File: config.mk
export PLATFORM = sky130hd
export DESIGN_NAME = cdsl_core
export DESIGN_NICKNAME = d
export VERILOG_FILES = /design/src/inc/cdsl_pkg.sv /design/src/verilog/cdsl_core.sv
export SDC_FILE = /design/constraint.sdc
export NUM_CORES = 1
export LEC_CHECK = 0
export BUFFER_PORTS_ARGS = -buffer_cell sky130_fd_sc_hd__buf_2
export CAP_MARGIN = 10
export CORE_ASPECT_RATIO = 0.5
export CORE_MARGIN = 10
export CORE_UTILIZATION = 55
export DETAILED_ROUTE_END_ITERATION = 7
export GPL_TIMING_DRIVEN = 0
export PLACE_DENSITY = 0.88
export RECOVER_POWER = 100
export SLEW_MARGIN = 20
export SYNTH_ARGS = -nofsm -noshare
export SYNTH_HDL_FRONTEND = slang
export SYNTH_SLANG_ARGS = --single-unit
File: constraint.sdc
create_clock -name ref_clk_i -period 14.85 [get_ports ref_clk_i]
set_clock_uncertainty 0.2 [all_clocks]
set_input_delay 2.2275 -clock ref_clk_i [delete_from_list [all_inputs] [get_ports ref_clk_i]]
set_output_delay 2.2275 -clock ref_clk_i [all_outputs]
set_load 0.01 [all_outputs]
File: src/inc/cdsl_pkg.sv
// package of constants for the current demand select and limit stage
package cdsl_pkg;
  localparam int DATA_W = 16;
  localparam int ADDR_W = 6;
  localparam logic signed [15:0] FULL_SCALE = 16'sh03e8;
  localparam logic signed [15:0] ZERO_VAL = 16'sh0000;
  localparam logic [15:0] LIMIT_RESET = 16'h03e8;
  // register byte offsets (word aligned)
  localparam logic [5:0] OFF_DEMAND = 6'h00;
  localparam logic [5:0] OFF_FINAL = 6'h04;
  localparam logic [5:0] OFF_OVERRIDE = 6'h08;
  localparam logic [5:0] OFF_SYM = 6'h0c;
  localparam logic [5:0] OFF_POS = 6'h10;
  localparam logic [5:0] OFF_NEG = 6'h14;
  localparam logic [5:0] OFF_LIM2 = 6'h18;
  localparam logic [5:0] OFF_TORQUE = 6'h1c;
  localparam logic [5:0] OFF_TRIM = 6'h20;
  localparam logic [5:0] OFF_CTRL = 6'h24;
  localparam logic [5:0] OFF_TIMER = 6'h28;
  // control register bit positions
  localparam int BIT_LIM2_SEL = 0;
  localparam int BIT_TRIM_SEL = 1;
  localparam int BIT_MODE_LO = 2;
  localparam int BIT_MODE_HI = 3;
  localparam int BIT_AUTO_EN = 4;
  // timing
  localparam int CLK_HZ = 200_000_000;
  localparam int SEC_PER_TICK = 1;
  localparam int TICK_CYCLES = CLK_HZ * SEC_PER_TICK;
  localparam logic [7:0] TIMER_RESET = 8'h00;
  typedef enum logic [1:0] {
    CDSL_SPEED, CDSL_TORQUE, CDSL_OVERRIDE, CDSL_COILER
  } cdsl_mode_e;
  typedef enum logic [1:0] {
    CDSL_IDLE, CDSL_TIMING, CDSL_DONE
  } cdsl_tmr_e;
endpackage

File: src/verilog/cdsl_core.sv
// current demand selection, trim and limiting with avalon register slave
//
// Function
// - speed mode: signed demand of plus/minus 1000 feeds current loop
// - demand restricted by symmetric, positive and negative bridge limits
// - read-only final demand after all limits, sent to current loop
// - overriding limit is lowest of taper, symmetric and selected second limit
// - symmetric limit 0..1000, reset 1000, both bridges, taper datum
// - positive bridge limit 0..1000, reset 1000, caps positive demand
// - negative bridge limit 0..1000, reset 1000, caps negative demand
// - second limit 0..1000, reset 1000, both bridges when selected
// - torque reference plus/minus 1000, reset zero, for torque modes
// - offset plus/minus 1000 added as trim when selector is one
// - second limit in force when selector bit is one; auto set allowed
// - two mode bits: speed, torque, torque with override, coiler
// - speed mode routes speed loop output as the demand
// - torque mode feeds torque reference under all limits
// - override mode clamps speed output to torque ref or zero
// - override motoring quadrants limit speed to final speed demand
// - override regen quadrants disable torque demand below speed demand
// - torque reference acts as adjustable limit on speed output
// - auto changeover selects second limit after interval from run
// - changeover interval is whole seconds 0..255 from run command
// - coiler mode forces zero speed reference when torque opposes speed
`timescale 1ns/100ps
`default_nettype none
module cdsl_core #(
  parameter int TICK_CYC = cdsl_pkg::TICK_CYCLES
) (
  input wire logic ref_clk_i,
  input wire logic rst_i,
  input wire logic [cdsl_pkg::ADDR_W-1:0] avs_address_i,
  input wire logic avs_read_i,
  input wire logic avs_write_i,
  input wire logic [31:0] avs_writedata_i,
  input wire logic [3:0] avs_byteenable_i,
  output logic [31:0] avs_readdata_o,
  output logic avs_waitrequest_o,
  input wire logic signed [15:0] speed_loop_out_i,
  input wire logic signed [15:0] speed_error_i,
  input wire logic signed [15:0] speed_feedback_i,
  input wire logic signed [15:0] final_speed_demand_i,
  input wire logic signed [15:0] taper_limit_i,
  input wire logic run_i,
  output logic signed [15:0] final_demand_o,
  output logic speed_ref_zero_o
);
  import cdsl_pkg::*;

  // ----------------------------------------------------------------
  // state
  // ----------------------------------------------------------------
  typedef struct packed {
    logic [15:0] sym;
    logic [15:0] pos;
    logic [15:0] neg;
    logic [15:0] lim2;
    logic signed [15:0] torque;
    logic signed [15:0] trim;
    logic lim2_sel;
    logic trim_sel;
    logic [1:0] mode;
    logic auto_en;
    logic [7:0] interval;
    cdsl_tmr_e tmr;
    logic [31:0] cyc;
    logic [7:0] secs;
    logic run_q1;
    logic run_q2;
    logic run_q3;
    logic signed [15:0] demand;
    logic signed [15:0] final_d;
    logic signed [15:0] ovr;
    logic zero_ref;
    logic ack;
    logic [31:0] rdata;
  } cdsl_state_s;

  cdsl_state_s r;
  cdsl_state_s next_r;

  // clamp a signed value into [lo, hi]
  function automatic logic signed [15:0] clampv(
    input logic signed [15:0] v,
    input logic signed [15:0] lo,
    input logic signed [15:0] hi
  );
    logic signed [15:0] t;
    t = v;
    if (t > hi) begin
      t = hi;
    end
    if (t < lo) begin
      t = lo;
    end
    return t;
  endfunction

  // smaller of two signed values
  function automatic logic signed [15:0] minv(
    input logic signed [15:0] a,
    input logic signed [15:0] b
  );
    return (a < b) ? a : b;
  endfunction

  // limit a written signed value to plus/minus full scale
  function automatic logic [15:0] wr_bi(input logic [15:0] w);
    return 16'(clampv(signed'(w), -FULL_SCALE, FULL_SCALE));
  endfunction

  // limit a written unipolar value to 0..full scale
  function automatic logic [15:0] wr_uni(input logic [15:0] w);
    return 16'(clampv(signed'(w), ZERO_VAL, FULL_SCALE));
  endfunction

  logic signed [15:0] sel_d;
  logic signed [16:0] sum_d;
  logic signed [15:0] trimmed;
  logic signed [15:0] env;
  logic signed [15:0] ovr_c;
  logic signed [15:0] hi_lim;
  logic signed [15:0] lo_lim;
  logic wr_hit;
  logic rd_hit;

  // ----------------------------------------------------------------
  // datapath
  // ----------------------------------------------------------------
  // selection, trim and limits; the sum is one bit wider so the trim
  // can never wrap before saturation
  always_comb begin
    ovr_c = minv(taper_limit_i, signed'(r.sym));
    if (r.lim2_sel) begin
      ovr_c = minv(ovr_c, signed'(r.lim2));
    end
    sel_d = speed_loop_out_i;
    case (cdsl_mode_e'(r.mode))
      CDSL_SPEED: sel_d = speed_loop_out_i;
      CDSL_TORQUE: sel_d = r.torque;
      CDSL_OVERRIDE: begin
        // torque ref bounds speed output; sign disagreements give zero
        if (r.torque >= ZERO_VAL) begin
          sel_d = clampv(speed_loop_out_i, ZERO_VAL, r.torque);
        end else begin
          sel_d = clampv(speed_loop_out_i, r.torque, ZERO_VAL);
        end
        // regen: torque opposes speed, speed below demand -> no current
        if ((r.torque[15] != speed_feedback_i[15]) &&
            (speed_feedback_i < final_speed_demand_i)) begin
          sel_d = ZERO_VAL;
        end
        // motoring: speed error sign caps speed at final demand
        if ((r.torque[15] == speed_feedback_i[15]) &&
            (speed_error_i[15] != r.torque[15]) &&
            (speed_error_i != ZERO_VAL)) begin
          sel_d = ZERO_VAL;
        end
      end
      CDSL_COILER: sel_d = speed_loop_out_i;
      default: sel_d = speed_loop_out_i;
    endcase
    sum_d = 17'(sel_d);
    if (r.trim_sel) begin
      sum_d = 17'(sel_d) + 17'(r.trim);
    end
    if (sum_d > 17'(FULL_SCALE)) begin
      trimmed = FULL_SCALE;
    end else if (sum_d < -17'(FULL_SCALE)) begin
      trimmed = -FULL_SCALE;
    end else begin
      trimmed = sum_d[15:0];
    end
    env = minv(ovr_c, signed'(r.sym));
    hi_lim = minv(env, signed'(r.pos));
    lo_lim = -minv(env, signed'(r.neg));
  end

  // ----------------------------------------------------------------
  // register bus decode
  // ----------------------------------------------------------------
  // one wait state; a write commits only where waitrequest is low
  assign wr_hit = avs_write_i && r.ack;
  assign rd_hit = avs_read_i && !r.ack;
  assign avs_waitrequest_o = (avs_read_i || avs_write_i) && !r.ack;
  assign avs_readdata_o = r.rdata;
  assign final_demand_o = r.final_d;
  assign speed_ref_zero_o = r.zero_ref;

  // next state: registers, timer, datapath outputs
  always_comb begin
    next_r = r;
    next_r.ack = (avs_read_i || avs_write_i) && !r.ack;
    next_r.run_q1 = run_i;
    next_r.run_q2 = r.run_q1;
    next_r.run_q3 = r.run_q2;
    next_r.demand = trimmed;
    next_r.final_d = clampv(trimmed, lo_lim, hi_lim);
    next_r.ovr = ovr_c;
    // coiler: zero speed reference when torque opposes speed
    next_r.zero_ref = (r.mode == 2'(CDSL_COILER)) &&
      (speed_loop_out_i != ZERO_VAL) && (speed_feedback_i != ZERO_VAL) &&
      (speed_loop_out_i[15] != speed_feedback_i[15]);
    // run-triggered changeover timer, one-second tick
    case (r.tmr)
      CDSL_IDLE: begin
        if (r.auto_en && r.run_q2 && !r.run_q3) begin
          next_r.tmr = CDSL_TIMING;
          next_r.cyc = '0;
          next_r.secs = '0;
        end
      end
      CDSL_TIMING: begin
        if (!r.auto_en || !r.run_q2) begin
          next_r.tmr = CDSL_IDLE;
        end else if (r.secs >= r.interval) begin
          next_r.lim2_sel = 1'b1;
          next_r.tmr = CDSL_DONE;
        end else if (r.cyc >= 32'(TICK_CYC - 1)) begin
          next_r.cyc = '0;
          next_r.secs = r.secs + 8'h01;
        end else begin
          next_r.cyc = r.cyc + 32'h0000_0001;
        end
      end
      CDSL_DONE: begin
        if (!r.run_q2) begin
          next_r.tmr = CDSL_IDLE;
        end
      end
      default: next_r.tmr = CDSL_IDLE;
    endcase
    // writes; byte lanes 0 and 1 carry the 16-bit value
    if (wr_hit && avs_byteenable_i[0]) begin
      case (avs_address_i)
        OFF_SYM: next_r.sym = wr_uni(avs_writedata_i[15:0]);
        OFF_POS: next_r.pos = wr_uni(avs_writedata_i[15:0]);
        OFF_NEG: next_r.neg = wr_uni(avs_writedata_i[15:0]);
        OFF_LIM2: next_r.lim2 = wr_uni(avs_writedata_i[15:0]);
        OFF_TORQUE: next_r.torque = wr_bi(avs_writedata_i[15:0]);
        OFF_TRIM: next_r.trim = wr_bi(avs_writedata_i[15:0]);
        OFF_CTRL: begin
          next_r.lim2_sel = avs_writedata_i[BIT_LIM2_SEL];
          next_r.trim_sel = avs_writedata_i[BIT_TRIM_SEL];
          next_r.mode = {avs_writedata_i[BIT_MODE_HI],
                         avs_writedata_i[BIT_MODE_LO]};
          next_r.auto_en = avs_writedata_i[BIT_AUTO_EN];
        end
        OFF_TIMER: next_r.interval = avs_writedata_i[7:0];
        default: next_r.sym = r.sym;
      endcase
    end
    // the timer's automatic set wins over a same-cycle clear
    if (r.tmr == CDSL_TIMING && r.auto_en && r.run_q2 &&
        r.secs >= r.interval) begin
      next_r.lim2_sel = 1'b1;
    end
    if (rd_hit) begin
      case (avs_address_i)
        OFF_DEMAND: next_r.rdata = 32'(r.demand);
        OFF_FINAL: next_r.rdata = 32'(r.final_d);
        OFF_OVERRIDE: next_r.rdata = 32'(r.ovr);
        OFF_SYM: next_r.rdata = {16'h0000, r.sym};
        OFF_POS: next_r.rdata = {16'h0000, r.pos};
        OFF_NEG: next_r.rdata = {16'h0000, r.neg};
        OFF_LIM2: next_r.rdata = {16'h0000, r.lim2};
        OFF_TORQUE: next_r.rdata = 32'(r.torque);
        OFF_TRIM: next_r.rdata = 32'(r.trim);
        OFF_CTRL: next_r.rdata = {27'h000_0000, r.auto_en, r.mode,
                                  r.trim_sel, r.lim2_sel};
        OFF_TIMER: next_r.rdata = {24'h00_0000, r.interval};
        default: next_r.rdata = 32'h0000_0000;
      endcase
    end
  end

  // state register
  always_ff @(posedge ref_clk_i or posedge rst_i) begin
    if (rst_i) begin
      r <= '0;
      r.sym <= LIMIT_RESET;
      r.pos <= LIMIT_RESET;
      r.neg <= LIMIT_RESET;
      r.lim2 <= LIMIT_RESET;
      r.interval <= TIMER_RESET;
      r.tmr <= CDSL_IDLE;
    end else begin
      r <= next_r;
    end
  end
endmodule
`default_nettype wire

* After elaboration in Yosys (flattened, before gate mapping) *
Index checks and enable logic that the tools add are counted.

storage, ports and cells
  output and inout bits = 50
  register bits after elaboration = 236
  bits of input ports = 127
  logic and storage cells = 176

cells by class
  multiplexer cells = 60
  $add $sub $neg = 4
  reductions and logical operators = 40
  equality and inequality tests = 25
  magnitude comparators = 24

operators with widths
  cell                     number
  $mux W16                 40
  $pmux W32 S11            1
  $lt A16 B16 Y1           8
  $lt A16 B1 Y1 const B    5
  $mux W40                 2
  $pmux W40 S2             1
  $pmux W16 S3             1
  $reduce_bool A16 Y1      3
  $mux W42                 1
  $add A32 B1 Y32 const B  1
  $ge A32 B28 Y1 const B   1
  $gt A16 B16 Y1           2
  $lt A16 B11 Y1 const B   2
  $mux W32                 1
  $eq A6 B5 Y1 const B     4
  $eq A6 B6 Y1 const B     3
  $add A16 B16 Y17         1
  $gt A17 B11 Y1 const B   1
  $lt A17 B11 Y1 const B   1
  $mux W17                 1
  $ge A16 B1 Y1 const B    1
  $gt A16 B1 Y1 const B    1
  $gt A16 B11 Y1 const B   1
  $mux W8                  2
  27 further kinds         68

* Depth between registers and ports, before layout *
  word-level depth = 19
  gate-level depth with buffers = 86
  depth with buffers taken out = 78

* Worst setup path after synthesis *
Ideal clock, no wire load.

  kind = input -> register
  start = input port taper_limit_i[1]
  end = register r (netlist bit final_demand_o[1])
  setup time = 0.125 ns
  stages = 82
  data required time = 14.525 ns
  slack = -2.989 ns
  arrival time = 17.514 ns
  path buffers = 9
  cell sequence = ha_1 a21o_1 a21o_1 a21o_1 a21o_1 a21o_1 a21oi_1 nor2b_1 o21ai_0 a21oi_1 o41ai_1 o21ai_0 ha_1 clkbuf_1 buf_1 mux2_2 ha_1 a21oi_1 [... 46 more ...] o21ai_0 a21o_1 clkbuf_1 clkbuf_1 o21a_1 inv_1 ha_1 a21o_1 a21o_1 a21o_1 a21oi_1 o21ai_0 a31oi_1 a211o_1 or3_1 o32a_1 o21ai_4 mux2_2

RTL lines
  item                  RTL line          RTL
  start, declared       cdsl_core.sv:43   input wire logic signed [15:0] taper_limit_i,
  end signal, assigned  cdsl_core.sv:288  r <= next_r;
  end, declared         cdsl_core.sv:79   cdsl_state_s r;

==> run summary <==
starting density of the core = 56.2%
worst-skew pair later-pin latency = 0.52 ns
DPL Wire Length = 44.0 mm
arrival time at the worst endpoint = 17.07 ns
final worst path period share = 114%
Post-synth EDFFs = 0
drt wl/cell = 23.2 µm
ys flop type = dfrtp_1
Tot Pwr = 2.29 mW
critical path's largest stage delay = 0.39 ns
Post-Syn Instances = 1916
vias per cell = 6.48
layout cells sized above 1 = 20.7%
slowest CP cell = or3_4
CTS tree = done
cell mode on critical path = a21o_1
port bufs = 155
post-synthesis net count = 2226
crit path capture type = flip-flop
unrepaired setup endpoints after global routing = yes
Final Worst Setup Slack = -2.02 ns
Final Non-Filler Cells = 2570
Layout area overhead = 16.8%
DRC Markers = 0
max-cap violation count = 4
failing checks = max-capacitance violations, max-slew violations, negative setup slack
Die Area = 39100 µm²
Buf+Inv Stages, Crit Path = 9
library cells used by synthesis = 85
hold path cells = 0
CTS buffer count = 22
Synth Cell Area = 17200 µm²
Crit. path cell count = 84
Hold Crit Class = reg -> reg
status = finished with violations
Fillers = 2320
P_leak = 9.26 nW
area occupied by multi-input gates = 10900 µm²
initial antenna violation count = 6
worst r2r path cells = 84
final net count = 2441
Rows = 45
peak supply drop = 0.0918 mV
CP startpoint kind = input port
router iterations before antenna repair = 6
worst setup path class = in -> reg
clock tree buffer depth = 3
FF+latch count, synth = 216
largest cells by area after synthesis = dfrtp_1 28%, ha_1 13%, o21ai_0 4.2%, nand2_1 4.0%, mux4_2 3.9%
total core area = 30600 µm²
Crit path required time = 15.05 ns
Antenna Nets Post-Route = 0
post-placement cell count = 2496
GPL Wtd Cong = 0.990
drt initial violations = 2039
die width = 270 µm
relative slew slack = -194%
CTS Sinks = 216
Seq. cell area = 5440 µm²
CP top delay family = compound AO/OA/AOI/OAI gates
global route overflow = 0
Yosys Warn Count = 0
final hold slack = 0.155 ns
slew at the pin closest to its max-slew limit = 4.42 ns
most common cell after layout, fill and taps aside = dfrtp_1
minimum clock period = 16.87 ns
DR vias = 16654
I/O Pins = 177
setup violators final = 16
first-pass GRT wire length = 91.8 mm
top-area cell type share of the netlist area = 28.0%
sequential area share after synthesis = 31.6%
design area = 20100 µm²
power density cells = 114 nW/µm²
crit-path max FO = 8
Final Hold Viols = 0
DRT Wirelength = 59.6 mm
All-Layer GR Usage = 28.8%
Reg clk slew, reported paths = 0.06 ns
Placed Area = 18800 µm²
H-tree depth = 1
vias in the first global route = 16583
commonest non-fill, non-tap cells in the layout = 192 x dfrtp_1, 178 x nand2_1, 172 x ha_1
syn_area_per_cell = 8.97 µm²
maximum clock rate = 59.3 MHz
Max Slew Vio Count = 221
largest net degree at the start of global routing = 87
Root Buffer = clkbuf_16
Die H = 145 µm
Async S/R FF share, synth = 100%
post-synth top area cell = dfrtp_1
sequential cells by signal (all words and copies together), names as in the netlist:
register / flops
avs_readdata_o: 16
final_demand_o: 16
next_r: 2
r: 181
speed_ref_zero_o: 1
stage by stage:
stage	setup WS, ns	utilization [%]	TNS (ns)
floorplan	-0.994	-	-14.30
global placement	-3.00	61.1	-46.06
detailed placement	-3.29	61.4	-50.55
CTS	-1.83	65.4	-27.91
global route	-2.37	65.6	-36.32
finish	-2.02	65.7	-30.60
power breakdown:
part           internal [mW]  leakage [nW]  total [mW]  switching (mW)
Clock                  0.344         0.360       0.589           0.246
Sequential             0.642          2.72       0.688          0.0459
Combinational          0.450          6.18        1.01           0.565
Total                   1.44          9.26        2.29           0.857
kinds of logic (layout without fill, tap and decap cells):
family	count (synthesis)	in the layout	synth area share [%]
DFF	216	216	31.6
adders and majority gates	183	183	13.4
muxes	137	137	10.6
other	0	4	0
xor gates and xnor gates	44	44	2.24
AOI/OAI and AO/OA	521	521	19.8
buffers and inverters	288	515	7.52
and+or+nand+nor	527	527	14.9
repair_timing:
item | CTS | global route
resized for setup | 52 | 33
hold buffers | 0 | 0
pin swaps | 31 | 17
buffers inserted | 27 | 10
setup endpoints to repair | 16 | 16
cloned | 1 | 0
cell type report:
cell class	count	area share [%]
multi-input cells	1412	54.3
flip-flops and latches	216	27.1
repair buffers	193	5.34
plain buffers	121	3.88
inverters	165	3.10
clock buffers	28	3.06
well taps	423	2.64
clock inverters	8	0.605
diodes	4	0.0499
synth_stat cells, drive strengths merged, types with 21 or more instances:
cell and n:
dfrtp 192, ha 182, nand2 182, inv 164, o21ai 150, a21oi 127, nor2 113, buf 66
clkbuf 57, mux2 55, mux2i 52, a21o 33, nand3 33, o31ai 32, mux4 30, nand4 29
nor3 29, o21a 28, and2 27, nor2b 25, xor2 25, dfstp 24, a22o 21, nand2b 21
path summary, 6_finish.rpt:
kind / startpoint / endpoint / slack (ns)
max in group asynchronous: rst_i / avs_readdata_o[4] / 4.18
setup / recovery: taper_limit_i[1] / final_demand_o[1] / -2.02
hold / removal: next_r[83] / next_r[82] / 0.15
min in group asynchronous: rst_i / r[126] / 2.35
setup reg to reg: r[221] / final_demand_o[1] / -0.92
hold reg to reg: next_r[83] / next_r[82] / 0.15
metal layers:
| layer | vias to the layer above | routed length, µm | track usage, % |
|---|---|---|---|
| met5 | - | 47 | 0 |
| met4 | 4 | 3100 | 13.6 |
| met3 | 256 | 7240 | 7.16 |
| met2 | 1066 | 27100 | 47.0 |
| met1 | 7982 | 22100 | 35.4 |
| li1 | 7346 | - | - |
No activity file was read; power rests on OpenSTA's default activity.
